<file path="config.mk">
export PLATFORM = sky130hd
export DESIGN_NAME = aaa_and_add_alu
export DESIGN_NICKNAME = d
export VERILOG_FILES = /design/src/aaa_pkg.sv /design/src/aaa_phase_counter.sv /design/src/aaa_and_add_alu.sv
export SDC_FILE = /design/constraint.sdc
export NUM_CORES = 1
export LEC_CHECK = 0
export BUFFER_PORTS_ARGS = -buffer_cell sky130_fd_sc_hd__buf_2
export CAP_MARGIN = 40
export CORE_MARGIN = 3
export CORE_UTILIZATION = 49
export CTS_CLUSTER_DIAMETER = 200
export DETAILED_ROUTE_END_ITERATION = 8
export GPL_TIMING_DRIVEN = 0
export HOLD_SLACK_MARGIN = 0.02
export PLACE_DENSITY = 0.76
export SLEW_MARGIN = 20
export SYNTH_ARGS = -nofsm -noshare
export SYNTH_HDL_FRONTEND = slang
export SYNTH_SLANG_ARGS = --single-unit
</file>
<file path="constraint.sdc">
create_clock -name mclk -period 2.1 [get_ports mclk]
set_clock_uncertainty 0.05 [all_clocks]
set_input_delay 0.21 -clock mclk [delete_from_list [all_inputs] [get_ports mclk]]
set_output_delay 0.21 -clock mclk [all_outputs]
set_load 0.1 [all_outputs]
</file>
<file path="src/aaa_pkg.sv">
// Package with constants and types for the AND/ADD execution datapath.
package aaa_pkg;

    // Instruction word layout.
    localparam int INSN_W       = 14;
    localparam int DATA_W       = 8;
    localparam int ADDR_W       = 7;
    localparam int GRP_HI       = 13;
    localparam int GRP_LO       = 12;
    localparam int OPC_HI       = 11;
    localparam int OPC_LO       = 8;
    localparam int TARGET_BIT   = 7;

    // Group and operation codes.
    localparam logic [1:0] GRP_LITERAL  = 2'h3;
    localparam logic [1:0] GRP_BYTEREG  = 2'h0;
    localparam logic [3:0] OPC_AND_IMM  = 4'h9;
    localparam logic [3:0] OPC_ADD_REG  = 4'h7;
    localparam logic [3:0] OPC_AND_REG  = 4'h5;

    // Reset values and the phase wrap point.
    localparam logic [7:0] ACC_RESET    = 8'h00;
    localparam logic [1:0] PHASE_FIRST  = 2'h0;
    localparam logic [1:0] PHASE_LAST   = 2'h3;

    // Decoded operation kind.
    typedef enum logic [1:0] {
        AAA_OP_NONE,
        AAA_OP_AND_IMM,
        AAA_OP_ADD_REG,
        AAA_OP_AND_REG
    } aaa_op_e;

    // Status flag group.
    typedef struct packed {
        logic carryFlag;
        logic nibbleHalfFlag;
        logic zeroFlag;
    } aaa_flags_s;

    // Flag update enables.
    typedef struct packed {
        logic carryEn;
        logic nibbleHalfEn;
        logic zeroEn;
    } aaa_flag_en_s;

    // File register write request.
    typedef struct packed {
        logic             wrEn;
        logic [ADDR_W-1:0] addr;
        logic [DATA_W-1:0] data;
    } aaa_fwrite_s;

endpackage : aaa_pkg

</file>
<file path="src/aaa_phase_counter.sv">
// Four-phase instruction cycle counter.
`timescale 1ns/10ps

module aaa_phase_counter
    import aaa_pkg::*;
(
    input  wire logic       mclk,
    input  wire logic       rst_n,
    output logic [1:0]      phase
);

    // Current phase register and its next value.
    logic [1:0] phase_reg;
    logic [1:0] phase_next;

    // Next phase wraps from the last phase back to the first.
    always_comb begin
        phase_next = (phase_reg == PHASE_LAST) ? PHASE_FIRST : phase_reg + 2'h1;
    end

    // Register the phase.
    always_ff @(posedge mclk or negedge rst_n) begin
        if (!rst_n) begin
            phase_reg <= PHASE_FIRST;
        end else begin
            phase_reg <= phase_next;
        end
    end

    assign phase = phase_reg;

endmodule : aaa_phase_counter

</file>
<file path="src/aaa_and_add_alu.sv">
// Execution datapath for the immediate AND, register ADD and register AND operations.
`timescale 1ns/10ps

// Notes on behaviour
// [RULE1] Literal group 1001: AND immediate, zero flag.
// [RULE2] Immediate from instruction low byte into accumulator.
// [RULE3] Register group 0111: add, update all three flags.
// [RULE4] Add result target bit picks destination.
// [RULE5] Register group 0101: AND, zero flag only.
// [RULE6] AND result target bit picks destination.
// [RULE7] Seven-bit index; bit above is target.
// [RULE8] Four phases: decode, read, compute, write.
module aaa_and_add_alu
    import aaa_pkg::*;
(
    input  wire logic                mclk,
    input  wire logic                rst_n,
    input  wire logic [INSN_W-1:0]   insnWord,
    output logic [ADDR_W-1:0]        fileRdAddr,
    input  wire logic [DATA_W-1:0]   fileRdData,
    output aaa_fwrite_s              fileWrite,
    output logic [DATA_W-1:0]        accOut,
    output aaa_flags_s               flagsOut,
    output logic [1:0]               phaseOut
);

    // Phase of the instruction cycle.
    logic [1:0]        phase;

    // Datapath state registers and their next values.
    aaa_op_e           op_reg,      op_next;      // Operation latched at decode.
    logic [DATA_W-1:0] imm_reg,     imm_next;     // Immediate operand.
    logic [ADDR_W-1:0] addr_reg,    addr_next;    // Register index.
    logic              toFile_reg,  toFile_next;  // Result goes to the file register.
    logic [DATA_W-1:0] opnd_reg,    opnd_next;    // Second operand after the read phase.
    logic [DATA_W-1:0] res_reg,     res_next;     // Computed result.
    aaa_flags_s        newFl_reg,   newFl_next;   // Computed flags.
    aaa_flag_en_s      flEn_reg,    flEn_next;    // Which flags the operation touches.
    logic [DATA_W-1:0] acc_reg,     acc_next;     // Accumulator.
    aaa_flags_s        flags_reg,   flags_next;   // Status flags.
    aaa_fwrite_s       fw_reg,      fw_next;      // File write request.

    // Decode helpers.
    logic [1:0]        insnGrp;
    logic [3:0]        insnOpc;
    logic [DATA_W:0]   sumWide;
    logic [4:0]        sumLow;

    // Phase counter shared by every operation.
    aaa_phase_counter aaa_phase_counter_i (
        .mclk  (mclk),
        .rst_n (rst_n),
        .phase (phase)
    );

    assign insnGrp = insnWord[GRP_HI:GRP_LO];
    assign insnOpc = insnWord[OPC_HI:OPC_LO];

    // Adder paths; the low nibble sum gives the half carry.
    assign sumWide = {1'b0, acc_reg} + {1'b0, opnd_reg};
    assign sumLow  = {1'b0, acc_reg[3:0]} + {1'b0, opnd_reg[3:0]};

    // Next-state logic for the whole cycle, one phase at a time.
    always_comb begin
        op_next     = op_reg;
        imm_next    = imm_reg;
        addr_next   = addr_reg;
        toFile_next = toFile_reg;
        opnd_next   = opnd_reg;
        res_next    = res_reg;
        newFl_next  = newFl_reg;
        flEn_next   = flEn_reg;
        acc_next    = acc_reg;
        flags_next  = flags_reg;
        fw_next     = '0;
        // [RULE8] phase sequencing
        case (phase)
            2'h0: begin
                // Decode: anything not handled here is ignored by this block.
                op_next = AAA_OP_NONE;
                // [RULE1] immediate AND match
                if (insnGrp == GRP_LITERAL && insnOpc == OPC_AND_IMM) begin
                    op_next = AAA_OP_AND_IMM;
                // [RULE3] register add match
                end else if (insnGrp == GRP_BYTEREG && insnOpc == OPC_ADD_REG) begin
                    op_next = AAA_OP_ADD_REG;
                // [RULE5] register AND match
                end else if (insnGrp == GRP_BYTEREG && insnOpc == OPC_AND_REG) begin
                    op_next = AAA_OP_AND_REG;
                end
                // [RULE2] immediate byte capture
                imm_next    = insnWord[DATA_W-1:0];
                // [RULE7] index and target bit
                addr_next   = insnWord[ADDR_W-1:0];
                toFile_next = insnWord[TARGET_BIT];
            end
            2'h1: begin
                // Read: literal for the immediate form, file data otherwise.
                opnd_next = (op_reg == AAA_OP_AND_IMM) ? imm_reg : fileRdData;
            end
            2'h2: begin
                // Compute the result and candidate flags.
                flEn_next  = '0;
                newFl_next = flags_reg;
                case (op_reg)
                    AAA_OP_ADD_REG: begin
                        // [RULE3] sum and flags
                        res_next                  = sumWide[DATA_W-1:0];
                        newFl_next.carryFlag      = sumWide[DATA_W];
                        newFl_next.nibbleHalfFlag = sumLow[4];
                        newFl_next.zeroFlag       = (sumWide[DATA_W-1:0] == 8'h00);
                        flEn_next                 = '{carryEn: 1'b1, nibbleHalfEn: 1'b1, zeroEn: 1'b1};
                    end
                    AAA_OP_AND_IMM, AAA_OP_AND_REG: begin
                        // [RULE5] AND with zero flag only
                        res_next            = acc_reg & opnd_reg;
                        newFl_next.zeroFlag = ((acc_reg & opnd_reg) == 8'h00);
                        flEn_next.zeroEn    = 1'b1;
                    end
                    default: begin
                        res_next = acc_reg;
                    end
                endcase
            end
            2'h3: begin
                // Write back the result and the touched flags.
                if (op_reg != AAA_OP_NONE) begin
                    if (flEn_reg.carryEn) begin
                        flags_next.carryFlag = newFl_reg.carryFlag;
                    end
                    if (flEn_reg.nibbleHalfEn) begin
                        flags_next.nibbleHalfFlag = newFl_reg.nibbleHalfFlag;
                    end
                    if (flEn_reg.zeroEn) begin
                        flags_next.zeroFlag = newFl_reg.zeroFlag;
                    end
                    // [RULE4] [RULE6] destination select
                    if (op_reg != AAA_OP_AND_IMM && toFile_reg) begin
                        fw_next.wrEn = 1'b1;
                        fw_next.addr = addr_reg;
                        fw_next.data = res_reg;
                    end else begin
                        // [RULE1] immediate result to accumulator
                        acc_next = res_reg;
                    end
                end
            end
            default: begin
                op_next = AAA_OP_NONE;
            end
        endcase
    end

    // Register all datapath state.
    always_ff @(posedge mclk or negedge rst_n) begin
        if (!rst_n) begin
            op_reg     <= AAA_OP_NONE;
            imm_reg    <= '0;
            addr_reg   <= '0;
            toFile_reg <= 1'b0;
            opnd_reg   <= '0;
            res_reg    <= '0;
            newFl_reg  <= '0;
            flEn_reg   <= '0;
            acc_reg    <= ACC_RESET;
            flags_reg  <= '0;
            fw_reg     <= '0;
        end else begin
            op_reg     <= op_next;
            imm_reg    <= imm_next;
            addr_reg   <= addr_next;
            toFile_reg <= toFile_next;
            opnd_reg   <= opnd_next;
            res_reg    <= res_next;
            newFl_reg  <= newFl_next;
            flEn_reg   <= flEn_next;
            acc_reg    <= acc_next;
            flags_reg  <= flags_next;
            fw_reg     <= fw_next;
        end
    end

    // The file read address is held from decode, so it is stable in the read phase.
    assign fileRdAddr = addr_reg;
    assign fileWrite  = fw_reg;
    assign accOut     = acc_reg;
    assign flagsOut   = flags_reg;
    assign phaseOut   = phase;

    // Assertions.
    property p_phase_order;
        @(posedge mclk) disable iff (!rst_n) (phase == 2'h3) |=> (phase == 2'h0) ##1 (phase == 2'h1);
    endproperty
    a_phase_order: assert property (p_phase_order) else $error("Phase did not wrap in order."); // [RULE8]

    property p_and_imm_result;
        @(posedge mclk) disable iff (!rst_n)
            (phase == 2'h0 && insnGrp == GRP_LITERAL && insnOpc == OPC_AND_IMM)
            |=> ##3 (accOut == ($past(accOut, 4) & $past(insnWord[7:0], 4)) && !fileWrite.wrEn);
    endproperty
    a_and_imm_result: assert property (p_and_imm_result) else $error("Immediate AND result wrong."); // [RULE2]

    property p_and_imm_flags;
        @(posedge mclk) disable iff (!rst_n)
            (phase == 2'h0 && insnGrp == GRP_LITERAL && insnOpc == OPC_AND_IMM)
            |=> ##3 (flagsOut.carryFlag == $past(flagsOut.carryFlag, 4)
                     && flagsOut.nibbleHalfFlag == $past(flagsOut.nibbleHalfFlag, 4)
                     && flagsOut.zeroFlag == (accOut == 8'h00));
    endproperty
    a_and_imm_flags: assert property (p_and_imm_flags) else $error("Immediate AND flag update wrong."); // [RULE1]

    property p_add_flags;
        @(posedge mclk) disable iff (!rst_n)
            (phase == 2'h3 && op_reg == AAA_OP_ADD_REG)
            |=> (flagsOut.carryFlag == $past(sumWide[8]) && flagsOut.nibbleHalfFlag == $past(sumLow[4])
                 && flagsOut.zeroFlag == ($past(res_reg) == 8'h00));
    endproperty
    a_add_flags: assert property (p_add_flags) else $error("Add flags not taken from the sum."); // [RULE3]

    property p_add_dest;
        @(posedge mclk) disable iff (!rst_n)
            (phase == 2'h3 && op_reg == AAA_OP_ADD_REG && toFile_reg)
            |=> (fileWrite.wrEn && fileWrite.addr == $past(addr_reg) && accOut == $past(acc_reg));
    endproperty
    a_add_dest: assert property (p_add_dest) else $error("Add result to file register missing."); // [RULE4]

    property p_and_reg_flags;
        @(posedge mclk) disable iff (!rst_n)
            (phase == 2'h3 && op_reg == AAA_OP_AND_REG)
            |=> ($stable(flagsOut.carryFlag) && $stable(flagsOut.nibbleHalfFlag));
    endproperty
    a_and_reg_flags: assert property (p_and_reg_flags) else $error("Register AND touched carry or half flag."); // [RULE5]

    property p_and_reg_dest;
        @(posedge mclk) disable iff (!rst_n)
            (phase == 2'h3 && op_reg == AAA_OP_AND_REG && !toFile_reg)
            |=> (!fileWrite.wrEn && accOut == $past(res_reg));
    endproperty
    a_and_reg_dest: assert property (p_and_reg_dest) else $error("Register AND result to accumulator missing."); // [RULE6]

    property p_index_decode;
        @(posedge mclk) disable iff (!rst_n)
            (phase == 2'h0) |=> (fileRdAddr == $past(insnWord[6:0]) && toFile_reg == $past(insnWord[7]));
    endproperty
    a_index_decode: assert property (p_index_decode) else $error("Register index or target bit not decoded."); // [RULE7]

endmodule : aaa_and_add_alu

</file>
; ---- Yosys cells after proc, flatten, opt, wreduce, memory -nomap -nowiden
; Cells that the tools add are included.
; Widths: inputs -> output; s select.
[totals]
regBits = 69
input_bits = 24
output_inout_bits = 36
elab_cells = 64
[classes]
n_addsub = 3
n_eq_ne = 11
muxes = 13
n_bitwise = 2
reduce_logical = 15
[op_table]
columns = operator, count
row1 = $mux 16, 3
row2 = $logic_not 8->1, 2
row3 = $pmux 8 s2, 1
row4 = $mux 2, 6
row5 = $reduce_and 3->1, 4
row6 = $eq 2x2->1 const B, 5
row7 = $add 8x8->9, 1
row8 = $and 8x8->8, 1
row9 = $eq 4x3->1 const B, 2
row10 = $mux 8, 1
row11 = $add 4x4->5, 1
row12 = $eq 2x1->1 const B, 2
row13 = $eq 4x4->1 const B, 1
row14 = $logic_and 1x1->1, 4
row15 = $logic_not 2->1, 2
row16 = $reduce_or 3->1, 1
row17 = $add 2x1->2 const B, 1
row18 = $ne 2x1->1 const B, 1
row19 = $pmux 1 s2, 1
row20 = $reduce_bool 2->1, 1
row21 = $reduce_or 2->1, 1
row22 = $mux 1, 1
row23 = $not 1->1, 1

; ---- Longest topological paths before layout
; Gate-level depths: netlist (run 1).
[logic_depth]
word_depth = 5
mapped_depth = 8
mapped_depth_nobuf = 8

; ---- Hierarchy
; From an unflattened synthesis (run 1), not the netlist that was laid out.
[unflattened]
hier_cells = 253
hier_area_um2 = 2824.0
[by_module_without_submodules]
columns = module, instances, cells_each, area_per_inst_um2, seq_area_each_um2
row1 = aaa_and_add_alu, 1, 249, 2757.6, 1451.4
row2 = aaa_phase_counter, 1, 4, 66.3, 50.0

; ---- Worst setup path after synthesis (run 1)
; Ideal clock, no wire load.
[synth_path]
kind = register to register
from = register acc_reg[0], in the netlist accOut[0]
to = register newFl_reg[0] (netlist bit)
setup_time_ns = 0.095
arrival_time_ns = 2.759
required_time_ns = 1.955
slack_ns = -0.804
stages_incl_launch_ff = 9
path_buffers = 0
synth_period_minus_slack_ns = 2.904
cell_sequence = dfrtp_1 ha_1 fa_1 a21o_2 a221oi_2 xnor2_1 nor4b_2 a21oi_1 nor4b_2
[synth_via]
elab_chain_len = 3
word_cells_on_any_way = 5
classes_between = 1 x add/sub / 1 x mux / 1 x bitwise / 2 x reduce/logical
[synth_lines]
columns = item, line_no
row1 = start: declaration, aaa_and_add_alu.sv:39  ; logic [DATA_W-1:0] acc_reg, acc_next;
row2 = start signal: assignment, aaa_and_add_alu.sv:177  ; acc_reg <= acc_next;
row3 = $add 8x8->9 or $and 8x8->8 (tied branches), "aaa_and_add_alu.sv:60, aaa_and_add_alu.sv:117"
row4 = $logic_not 8->1 (on tied branches), "aaa_and_add_alu.sv:111, aaa_and_add_alu.sv:117"
row5 = $pmux 1 s2 (*), aaa_and_add_alu.sv:105  ; case (op_reg)
row6 = end signal: assignment, aaa_and_add_alu.sv:175  ; newFl_reg <= newFl_next;
row7 = end: declaration, aaa_and_add_alu.sv:37  ; aaa_flags_s newFl_reg, newFl_next;
; Mark *: on every way between the ends. The rest lies on a longest branch, timed or not.
; A chain may end at the register's enable or synchronous reset.

; ---- Worst setup path after layout (run 1)
; Same ends and word-level chain as after synthesis.

==> key figures, run 1 <==
Status
  – Status: finished, violations left
  – Failing checks: negative setup slack

Global routing
  – Gr ovfl total: 0
  – Global routing met2 resource utilization: 35.02%
  – First-pass GRT wire length: 10.42 mm
  – Global-route track usage on met3: 7.127%
  – GR Util met1: 25.61%
  – Vias in the first global route: 2157
  – Largest net degree at the start of global routing: 61
  – Aggregate global-route resource usage: 21.57%
  – GR peak layer: met2
  – Initial antenna violation count: 0

Logic synthesis
  – Syn Inst Count: 241
  – Synth Flop Type: dfrtp_1
  – Seq/Total Area, Yosys: 53.64%
  – Post-synth EDFFs: 0
  – Library cells used by synthesis: 41
  – Syn. warnings: 0
  – Compound-gate portion of the synthesized area: 11.62%
  – Synthesized flop and latch total: 60
  – Synth Area in Adders: 6.080%
  – Post-Syn Area: 2799 µm²
  – Post-synthesis mux area share: 12.03%
  – Mapped Nets: 278
  – FFs w/ async S/R, synth: 100.0%
  – Simple-gate portion of the synthesized area: 12.87%
  – Synth Area per Inst: 11.61 µm²
  – Synth Area in XOR/XNOR: 1.565%
  – Main combinational cell family by area after synthesis: simple AND/OR/NAND/NOR gates

Timing
  – Worst slew margin: 52.04%
  – Unrepaired setup endpoints after global routing: yes
  – Fin crit period: 2.463 ns
  – F_max: 0.4060 GHz
  – Final Max Slew Viols: 0
  – Worst-Margin Slew: 0.7194 ns
  – Hold Vio Cnt, Final: 0
  – Post-route clock period utilization: 117.3%
  – Final worst slack: -0.3630 ns
  – Fin Setup TNS: -0.7864 ns
  – Final setup viols: 5

Layout
  – Final instance area: 3555 µm²
  – Non-Filler Instances: 392
  – Most frequent cells in the layout: 59 x buf_2, 53 x dfrtp_1, 21 x mux2_2
  – Final Net Count: 354
  – Area grow syn2layout: 27.00%
  – Most common cell after layout, fill and taps aside: buf_2
  – Max reg flops: 16
  – Diode count: 0
  – Share of cells above drive strength 1: 40.37%

Pwr
  – LEAKAGE: 0.001792 µW
  – Peak supply drop: 0.4064 mV
  – Total power: 2453 µW
  – Power density cells: 690.0 nW/µm²

Detailed routing
  – DRT antenna net count: 0
  – Remaining DRCs: 0
  – Routed wire length: 6.369 mm
  – Vias post-DR: 2145
  – Vias per inst: 5.472
  – Detailed-router iteration count before antenna repair: 6
  – WL/cell: 16.25 µm
  – Iter 0 DRT Violations: 84

Critical path
  – Reg2Reg Setup Slack: -0.36 ns
  – Critical Path RT: 2.30 ns
  – CP max FO: 2
  – Crit. End Element: register
  – Crit Path Class: reg -> reg
  – Startpoint Class: register
  – Worst EP arrival: 2.66 ns

Die
  – Initial Util: 52.78%
  – Die height: 81.58 µm
  – Core ar.: 5303 µm²
  – I/O pin count: 60
  – Full die area: 6655 µm²
  – # rows: 26
  – Die X: 81.58 µm

Clocking
  – Clk slew on worst S/H paths: 0.07 ns
  – CTS tree: built
  – Worst skew pair latency: 0.34 ns
  – CTS root buffer: clkbuf_8
  – Total CTS buffers: 9
  – H-tree Lvls: 3
  – Clock sink count: 60
  – Clock Tree Buf Depth: 2

Place
  – DP Area: 3243 µm²
  – Port bufs: 59
  – GPL Wtd Cong: 0.8895
  – HPWL Detailed: 4.532 mm
  – Placed cell count: 370
  – Pre-CTS setup slack: -0.4206 ns

Min path
  – Hold Crit Class: in -> reg

Job
  – Max-Cap Viols: 0
path summary, 6_finish.rpt:
kind	startpoint	end	cells after the start
setup / recovery	accOut[0]	newFl_reg[0]	8
min in group asynchronous	rst_n	imm_reg[4]	2
hold reg to reg	res_reg[1]	fileWrite[1]	1
hold / removal	insnWord[6]	imm_reg[6]	2
max in group asynchronous	rst_n	accOut[4]	2
setup reg to reg	accOut[0]	newFl_reg[0]	8
kinds of logic after synthesis:
family,Yosys count
simple gates,67
xor+xnor,5
fa+ha+maj,13
compound gates,49
mux,31
buf+inv,16
flops,60
through the flow:
| stage | hold WS (ns) | util [%] |
|---|---|---|
| 2_1_floorplan | -0.1356 | - |
| 3_3_place_gp | 0.3933 | 61.11 |
| 3_5_place_dp | 0.2714 | 61.16 |
| 4_1_cts | 0.03590 | 66.38 |
| 5_1_grt | 0.03424 | 67.04 |
| 6_report | 0.04700 | 67.04 |
critical path, cell delays in order (launching register included):
cell and delay (ns):
dfrtp_4 0.50, ha_4 0.17, fa_2 0.35, a21o_4 0.22, a221oi_4 0.28, xnor2_2 0.17
nor4b_4 0.27, a21oi_2 0.10, nor4b_2 0.25
per-layer routing:
metal,wire length (µm),vias to the layer above
li1,-,1019
met1,2717,1051
met2,3091,60
met3,383,15
met4,178,0
met5,0,-
power breakdown:
part / switching [µW] / total, µW / leakage [µW] / internal [µW]
clock: 443 / 930 / 0.0000884 / 488
sequential: 32.6 / 1220 / 0.000781 / 1190
combinational: 196 / 299 / 0.000922 / 103
total: 672 / 2450 / 0.00179 / 1780
timing repair:
action	4_1_cts	5_1_grt
resized for setup	9	6
endpoints found under the setup margin	4	7
setup buffers	4	3
endpoints found under the hold margin	60	0
hold buffers	1	0
pin swaps	7	15
area by class of cell:
cell class | instances | area, µm²
Sequential cell | 60 | 1520
Tap cell | 70 | 87.58
Multi-Input combinational cell | 165 | 1359
Inverter | 8 | 30.03
Timing Repair Buffer | 65 | 345.3
Clock buffer | 12 | 155.1
Fill cell | 418 | 1748
Clock inverter | 4 | 25.02
Buffer | 8 | 32.53
Yosys cell counts, types with 3 or more instances:
| master | n | share of area (%) |
|---|---|---|
| dfrtp_1 | 60 | 54 |
| mux2_2 | 21 | 8.4 |
| nor2_1 | 18 | 2.4 |
| a21oi_1 | 16 | 2.9 |
| and2_1 | 15 | 3.4 |
| ha_1 | 12 | 5.4 |
| mux2i_1 | 10 | 3.6 |
| nand2_1 | 10 | 1.3 |
| o21ai_0 | 9 | 1.6 |
| nand3_1 | 7 | 1.3 |
| inv_1 | 6 | 0.80 |
| a211oi_1 | 5 | 1.3 |
| clkbuf_1 | 5 | 0.67 |
| xnor2_1 | 5 | 1.6 |
| o2bb2ai_1 | 4 | 1.3 |
| a31oi_1 | 3 | 0.67 |
| and3_1 | 3 | 0.67 |
| nor2b_1 | 3 | 0.67 |
Note: power is estimated with default switching activity, not from simulation.
==> run 2, diff against run 1 <==
--- a/config.mk
+++ b/config.mk
@@ -7,13 +7,15 @@
 export LEC_CHECK = 0
 export BUFFER_PORTS_ARGS = -buffer_cell sky130_fd_sc_hd__buf_2
 export CAP_MARGIN = 40
+export CELL_PAD_IN_SITES_DETAIL_PLACEMENT = 0
+export CELL_PAD_IN_SITES_GLOBAL_PLACEMENT = 1
 export CORE_MARGIN = 3
-export CORE_UTILIZATION = 49
+export CORE_UTILIZATION = 38
 export CTS_CLUSTER_DIAMETER = 200
 export DETAILED_ROUTE_END_ITERATION = 8
 export GPL_TIMING_DRIVEN = 0
 export HOLD_SLACK_MARGIN = 0.02
-export PLACE_DENSITY = 0.76
+export PLACE_DENSITY_LB_ADDON = 0.1
 export SLEW_MARGIN = 20
 export SYNTH_ARGS = -nofsm -noshare
 export SYNTH_HDL_FRONTEND = slang
==> run 2 against run 1 <==
Compared with the run above:
- the flow still finishes with violations (negative setup slack)
- total power increased by 2.7%
- setup slack improved by 0.032 ns
- combinational power is essentially flat
- first-iteration DRC count shrank 14%
- register-to-register slack gained 0.03 ns
- routed wire length up 3.1%
- global-route usage is 4.2 points lower
- fmax rose by 1.3%
- worst hold slack improved by 0.0020 ns
- critical endpoint unchanged
- largest cell class unchanged
==> key figures, run 2 (synthesis gave the netlist of run 1 again) <==
Clocking
  – Total CTS buffers: 9
  – Clock sink count: 60
  – CTS root buffer: clkbuf_8
  – Clock Tree Buf Depth: 2
  – Worst skew pair latency: 0.34 ns
  – Clk slew on worst S/H paths: 0.07 ns
  – CTS tree: built
  – H-tree Lvls: 3

Global routing
  – Largest net degree at the start of global routing: 61
  – Vias in the first global route: 2211
  – Initial antenna violation count: 0
  – First-pass GRT wire length: 11.23 mm
  – Gr ovfl total: 0
  – Aggregate global-route resource usage: 17.39%

Timing
  – Unrepaired setup endpoints after global routing: yes
  – Final setup viols: 4
  – Worst-Margin Slew: 0.5650 ns
  – Final Max Slew Viols: 0
  – F_max: 0.4114 GHz
  – Final worst slack: -0.3309 ns
  – Hold Vio Cnt, Final: 0
  – Worst slew margin: 62.23%
  – Post-route clock period utilization: 115.8%
  – Fin Setup TNS: -0.6398 ns
  – Fin crit period: 2.431 ns

Die
  – Core ar.: 6982 µm²
  – Initial Util: 40.09%
  – I/O pin count: 60
  – Die X: 91.83 µm
  – # rows: 30
  – Die height: 91.83 µm
  – Full die area: 8432 µm²

Critical path
  – Reg2Reg Capture Point: newFl_reg[0]
  – CP max FO: 2
  – Startpoint Class: register
  – Worst EP arrival: 2.62 ns
  – Crit Path Class: reg -> reg
  – Reg2Reg Setup Slack: -0.33 ns
  – Register-to-Register Path Depth: 8
  – Crit. End Element: register
  – Critical Path RT: 2.29 ns
  – Worst reg2reg path startpoint: accOut[0]

Detailed routing
  – Routed wire length: 6.569 mm
  – WL/cell: 15.72 µm
  – Remaining DRCs: 0
  – Vias per inst: 4.959
  – Iter 0 DRT Violations: 72
  – DRT antenna net count: 0
  – Detailed-router iteration count before antenna repair: 4
  – Vias post-DR: 2073

Pwr
  – Power density cells: 700.5 nW/µm²
  – Total power: 2520 µW
  – LEAKAGE: 0.001806 µW
  – Peak supply drop: 0.3261 mV

Job
  – Max-Cap Viols: 0

Min path
  – Hold path depth: 2
  – End of the worst hold path: imm_reg[5]
  – Hold Crit Start: insnWord[5]
  – Hold Crit Class: in -> reg

Layout
  – Area grow syn2layout: 28.52%
  – Share of cells above drive strength 1: 39.44%
  – Fin util: 51.52%
  – Diode count: 0
  – Most common cell after layout, fill and taps aside: buf_2
  – Most frequent cells in the layout: 59 x buf_2, 53 x dfrtp_1, 21 x mux2_2
  – Max reg flops: 16
  – Final Net Count: 354

Place
  – Pre-CTS setup slack: -0.4635 ns
  – HPWL Detailed: 4.660 mm
  – GPL Wtd Cong: 0.8359
  – Port bufs: 59

Status
  – Status: finished, violations left
  – Failing checks: negative setup slack
run 2: cell type report:
| cell class | count | area [µm²] |
|---|---|---|
| multi-input combinational | 165 | 1345 |
| clock inverter | 5 | 52.55 |
| tap | 96 | 120.1 |
| inverter | 8 | 30.03 |
| timing repair buffer | 65 | 365.4 |
| clock buffer | 11 | 131.4 |
| sequential | 60 | 1520 |
| fill | 669 | 3385 |
| buffer | 8 | 32.53 |
run 2: through the flow:
| stage | std cells | hold slack [ns] | area (µm²) |
|---|---|---|---|
| after floorplan | 241 | -0.1356 | 2858 |
| after global placement | 396 | 0.3944 | 3273 |
| after detailed placement | 396 | 0.2842 | 3276 |
| after CTS | 417 | 0.03629 | 3556 |
| after global routing | 418 | 0.04582 | 3597 |
| final | 418 | 0.04901 | 3597 |
run 2: critical path, cell delays in order (launching register included):
cell and delay, ns:
dfrtp_4 0.50, ha_4 0.17, fa_2 0.36, a21o_4 0.23, a221oi_4 0.27, xnor2_2 0.16, nor4b_4 0.26, a21oi_2 0.09
nor4b_2 0.26
run 2: how the worst max path moves through the flow:
stage,to,slack (ns),start,cells past startpoint
2_1_floorplan,newFl_reg[0],-0.37,accOut[0],8
3_3_place_gp,newFl_reg[0],-0.49,accOut[0],8
3_5_place_dp,newFl_reg[0],-0.46,accOut[0],8
4_1_cts,newFl_reg[0],-0.42,accOut[0],8
5_1_grt,newFl_reg[0],-0.49,accOut[0],8
6_report,newFl_reg[0],-0.33,accOut[0],8
run 2: power breakdown:
part / total, µW / switching [µW] / internal, µW
registers: 1220 / 32.0 / 1190
clock network: 997 / 455 / 542
logic: 301 / 195 / 106
total: 2520 / 682 / 1840
run 2: metal layers:
metal | part of all wire, % | vias to the layer above | track usage (%)
met5 | 0 | - | 0
met2 | 46 | 53 | 26.54
met1 | 48 | 999 | 23.74
met3 | 4.5 | 11 | 3.281
met4 | 2.0 | 0 | 8.416
li1 | - | 1010 | -
run 2: repair_timing:
item,CTS,global route
buffers inserted,4,1
setup endpoints to repair,4,8
hold buffers,1,0
gates cloned,0,0
gates resized for setup,8,4
endpoints found under the hold margin,60,0
pin swaps,6,6
==> run 3, diff against run 2 <==
--- a/config.mk
+++ b/config.mk
@@ -16,6 +16,7 @@
 export GPL_TIMING_DRIVEN = 0
 export HOLD_SLACK_MARGIN = 0.02
 export PLACE_DENSITY_LB_ADDON = 0.1
+export RECOVER_POWER = 50
 export SLEW_MARGIN = 20
 export SYNTH_ARGS = -nofsm -noshare
 export SYNTH_HDL_FRONTEND = slang
==> run 3 against run 2 <==
Compared with the run above:
- the run still ends with negative setup slack left
- clock-buffer cell count unchanged
- sequential power about the same
- final area decreased by 1.1%
- total power decreased by 0.34%
- non-clock buffer count unchanged
- worst hold slack about the same
- core utilization decreased by 0.56 points
- largest power group unchanged
- highest routed layer unchanged
==> key figures, run 3 (synthesis gave the netlist of run 1 again) <==
Status
  – Status: finished, violations left
  – Failing checks: negative setup slack

Clocking
  – H-tree Lvls: 3
  – Worst skew pair latency: 0.34 ns
  – CTS tree: built
  – Total CTS buffers: 9
  – Clock Tree Buf Depth: 2
  – Clock sink count: 60
  – Clk slew on worst S/H paths: 0.07 ns
  – CTS root buffer: clkbuf_8

Critical path
  – Reg2Reg Capture Point: newFl_reg[0]
  – Critical Path RT: 2.29 ns
  – Worst EP arrival: 2.62 ns
  – Register-to-Register Path Depth: 8
  – Startpoint Class: register
  – Crit Path Class: reg -> reg
  – Reg2Reg Setup Slack: -0.33 ns
  – Worst setup endpoint: newFl_reg[0]
  – Crit. End Element: register
  – Worst reg2reg path startpoint: accOut[0]
  – CP max FO: 2
  – Crit path from: accOut[0]

Timing
  – Post-route clock period utilization: 115.8%
  – F_max: 0.4114 GHz
  – Unrepaired setup endpoints after global routing: yes
  – Worst slew margin: 13.68%
  – Worst-Margin Slew: 1.295 ns
  – Final worst slack: -0.3309 ns
  – Final setup viols: 4
  – Fin crit period: 2.431 ns
  – Fin Setup TNS: -0.6398 ns
  – Hold Vio Cnt, Final: 0
  – Hold slack: 0.04915 ns
  – Final Max Slew Viols: 0

Layout
  – Max reg flops: 16
  – Area grow syn2layout: 27.13%
  – Share of cells above drive strength 1: 36.02%
  – Diode count: 0
  – Most common cell after layout, fill and taps aside: dfrtp_1
  – Most frequent cells in the layout: 53 x dfrtp_1, 50 x buf_2, 21 x mux2_2
  – Final Net Count: 354

Pwr
  – Logic pwr share: 11.7%
  – Power density cells: 705.7 nW/µm²
  – Clock share of power: 39.6%
  – LEAKAGE: 0.001750 µW
  – Reg power frac: 48.7%
  – Switching Fraction: 27.03%
  – Net Sw Power: 678.8 µW
  – Peak supply drop: 0.3261 mV
  – Int Power: 1832 µW

Detailed routing
  – WL/cell: 15.74 µm
  – Vias post-DR: 2076
  – Vias per inst: 4.967
  – Detailed-router iteration count before antenna repair: 4
  – DRT antenna net count: 0
  – Remaining DRCs: 0
  – Routed wire length: 6.581 mm
  – Iter 0 DRT Violations: 70

Place
  – Port bufs: 59
  – GPL Wtd Cong: 0.8359
  – HPWL Detailed: 4.660 mm

Global routing
  – First-pass GRT wire length: 11.23 mm
  – Vias in the first global route: 2211
  – Gr ovfl total: 0
  – Aggregate global-route resource usage: 17.39%
  – Initial antenna violation count: 0
  – Largest net degree at the start of global routing: 61

Min path
  – Hold Crit Class: in -> reg

Die
  – I/O pin count: 60
  – Core ar.: 6982 µm²
  – # rows: 30
  – Die X: 91.83 µm
  – Initial Util: 40.09%
  – Die height: 91.83 µm
  – Full die area: 8432 µm²

Job
  – Max-Cap Viols: 0
## run 3: worst max-delay path: stages (launching register included)
cell and delay [ns]:
dfrtp_4 0.50, ha_4 0.17, fa_2 0.36, a21o_4 0.23, a221oi_4 0.27, xnor2_2 0.16
nor4b_4 0.26, a21oi_2 0.09, nor4b_2 0.26
## run 3: cell type report
class / instances / area, µm²
Clock inverter: 5 / 52.55
Clock buffer: 11 / 131.4
Tap cell: 96 / 120.1
Multi-Input combinational cell: 165 / 1345
Fill cell: 678 / 3423
Inverter: 8 / 30.03
Timing Repair Buffer: 65 / 326.6
Buffer: 8 / 32.53
Sequential cell: 60 / 1520
## run 3: how the worst min path moves through the flow
stage	startpoint	to	slack (ns)	cells after the start
3_5_place_dp	rst_n	fileWrite[15]	0.28	1
5_1_grt	insnWord[7]	imm_reg[7]	0.05	2
4_1_cts	insnWord[0]	imm_reg[0]	0.04	2
2_1_floorplan	rst_n	aaa_phase_counter_i.phase[0]	-0.14	0
3_3_place_gp	insnWord[2]	imm_reg[2]	0.39	2
6_report	insnWord[5]	imm_reg[5]	0.05	2
## run 3: power by group through the flow
stage	combinational [µW]	clock, µW	sequential (µW)
detailed placement	272	0	1240
CTS	295	1020	1220
global route	322	1080	1230
global placement	272	0	1240
finish	294	995	1220
floorplan	103	0	1320
## run 3: repair_timing
action                     4_1_cts  5_1_grt
hold endpoints to repair        60        0
hold buffers                     1        0
setup buffers                    4        1
setup endpoints to repair        4        8
pin swaps                        6        6
resized for setup                8        4
## run 3: metal layers
layer | up-vias | GRT usage [%] | part of all wire, %
li1 | 1010 | - | -
met5 | - | 0 | 0
met4 | 0 | 8.416 | 2.0
met1 | 1002 | 23.74 | 48
met3 | 11 | 3.281 | 4.6
met2 | 53 | 26.54 | 45
## run 3: metrics by stage
step | std cells | utilization, % | cell area, µm² | total power, µW | setup WS (ns)
6_report | 418 | 50.97 | 3558 | 2511 | -0.3309
4_1_cts | 417 | 50.93 | 3556 | 2534 | -0.4157
3_5_place_dp | 396 | 46.92 | 3276 | 1517 | -0.4635
2_1_floorplan | 241 | - | 2858 | 1427 | -0.3658
3_3_place_gp | 396 | 46.88 | 3273 | 1515 | -0.4892
5_1_grt | 418 | 50.97 | 3558 | 2626 | -0.4926
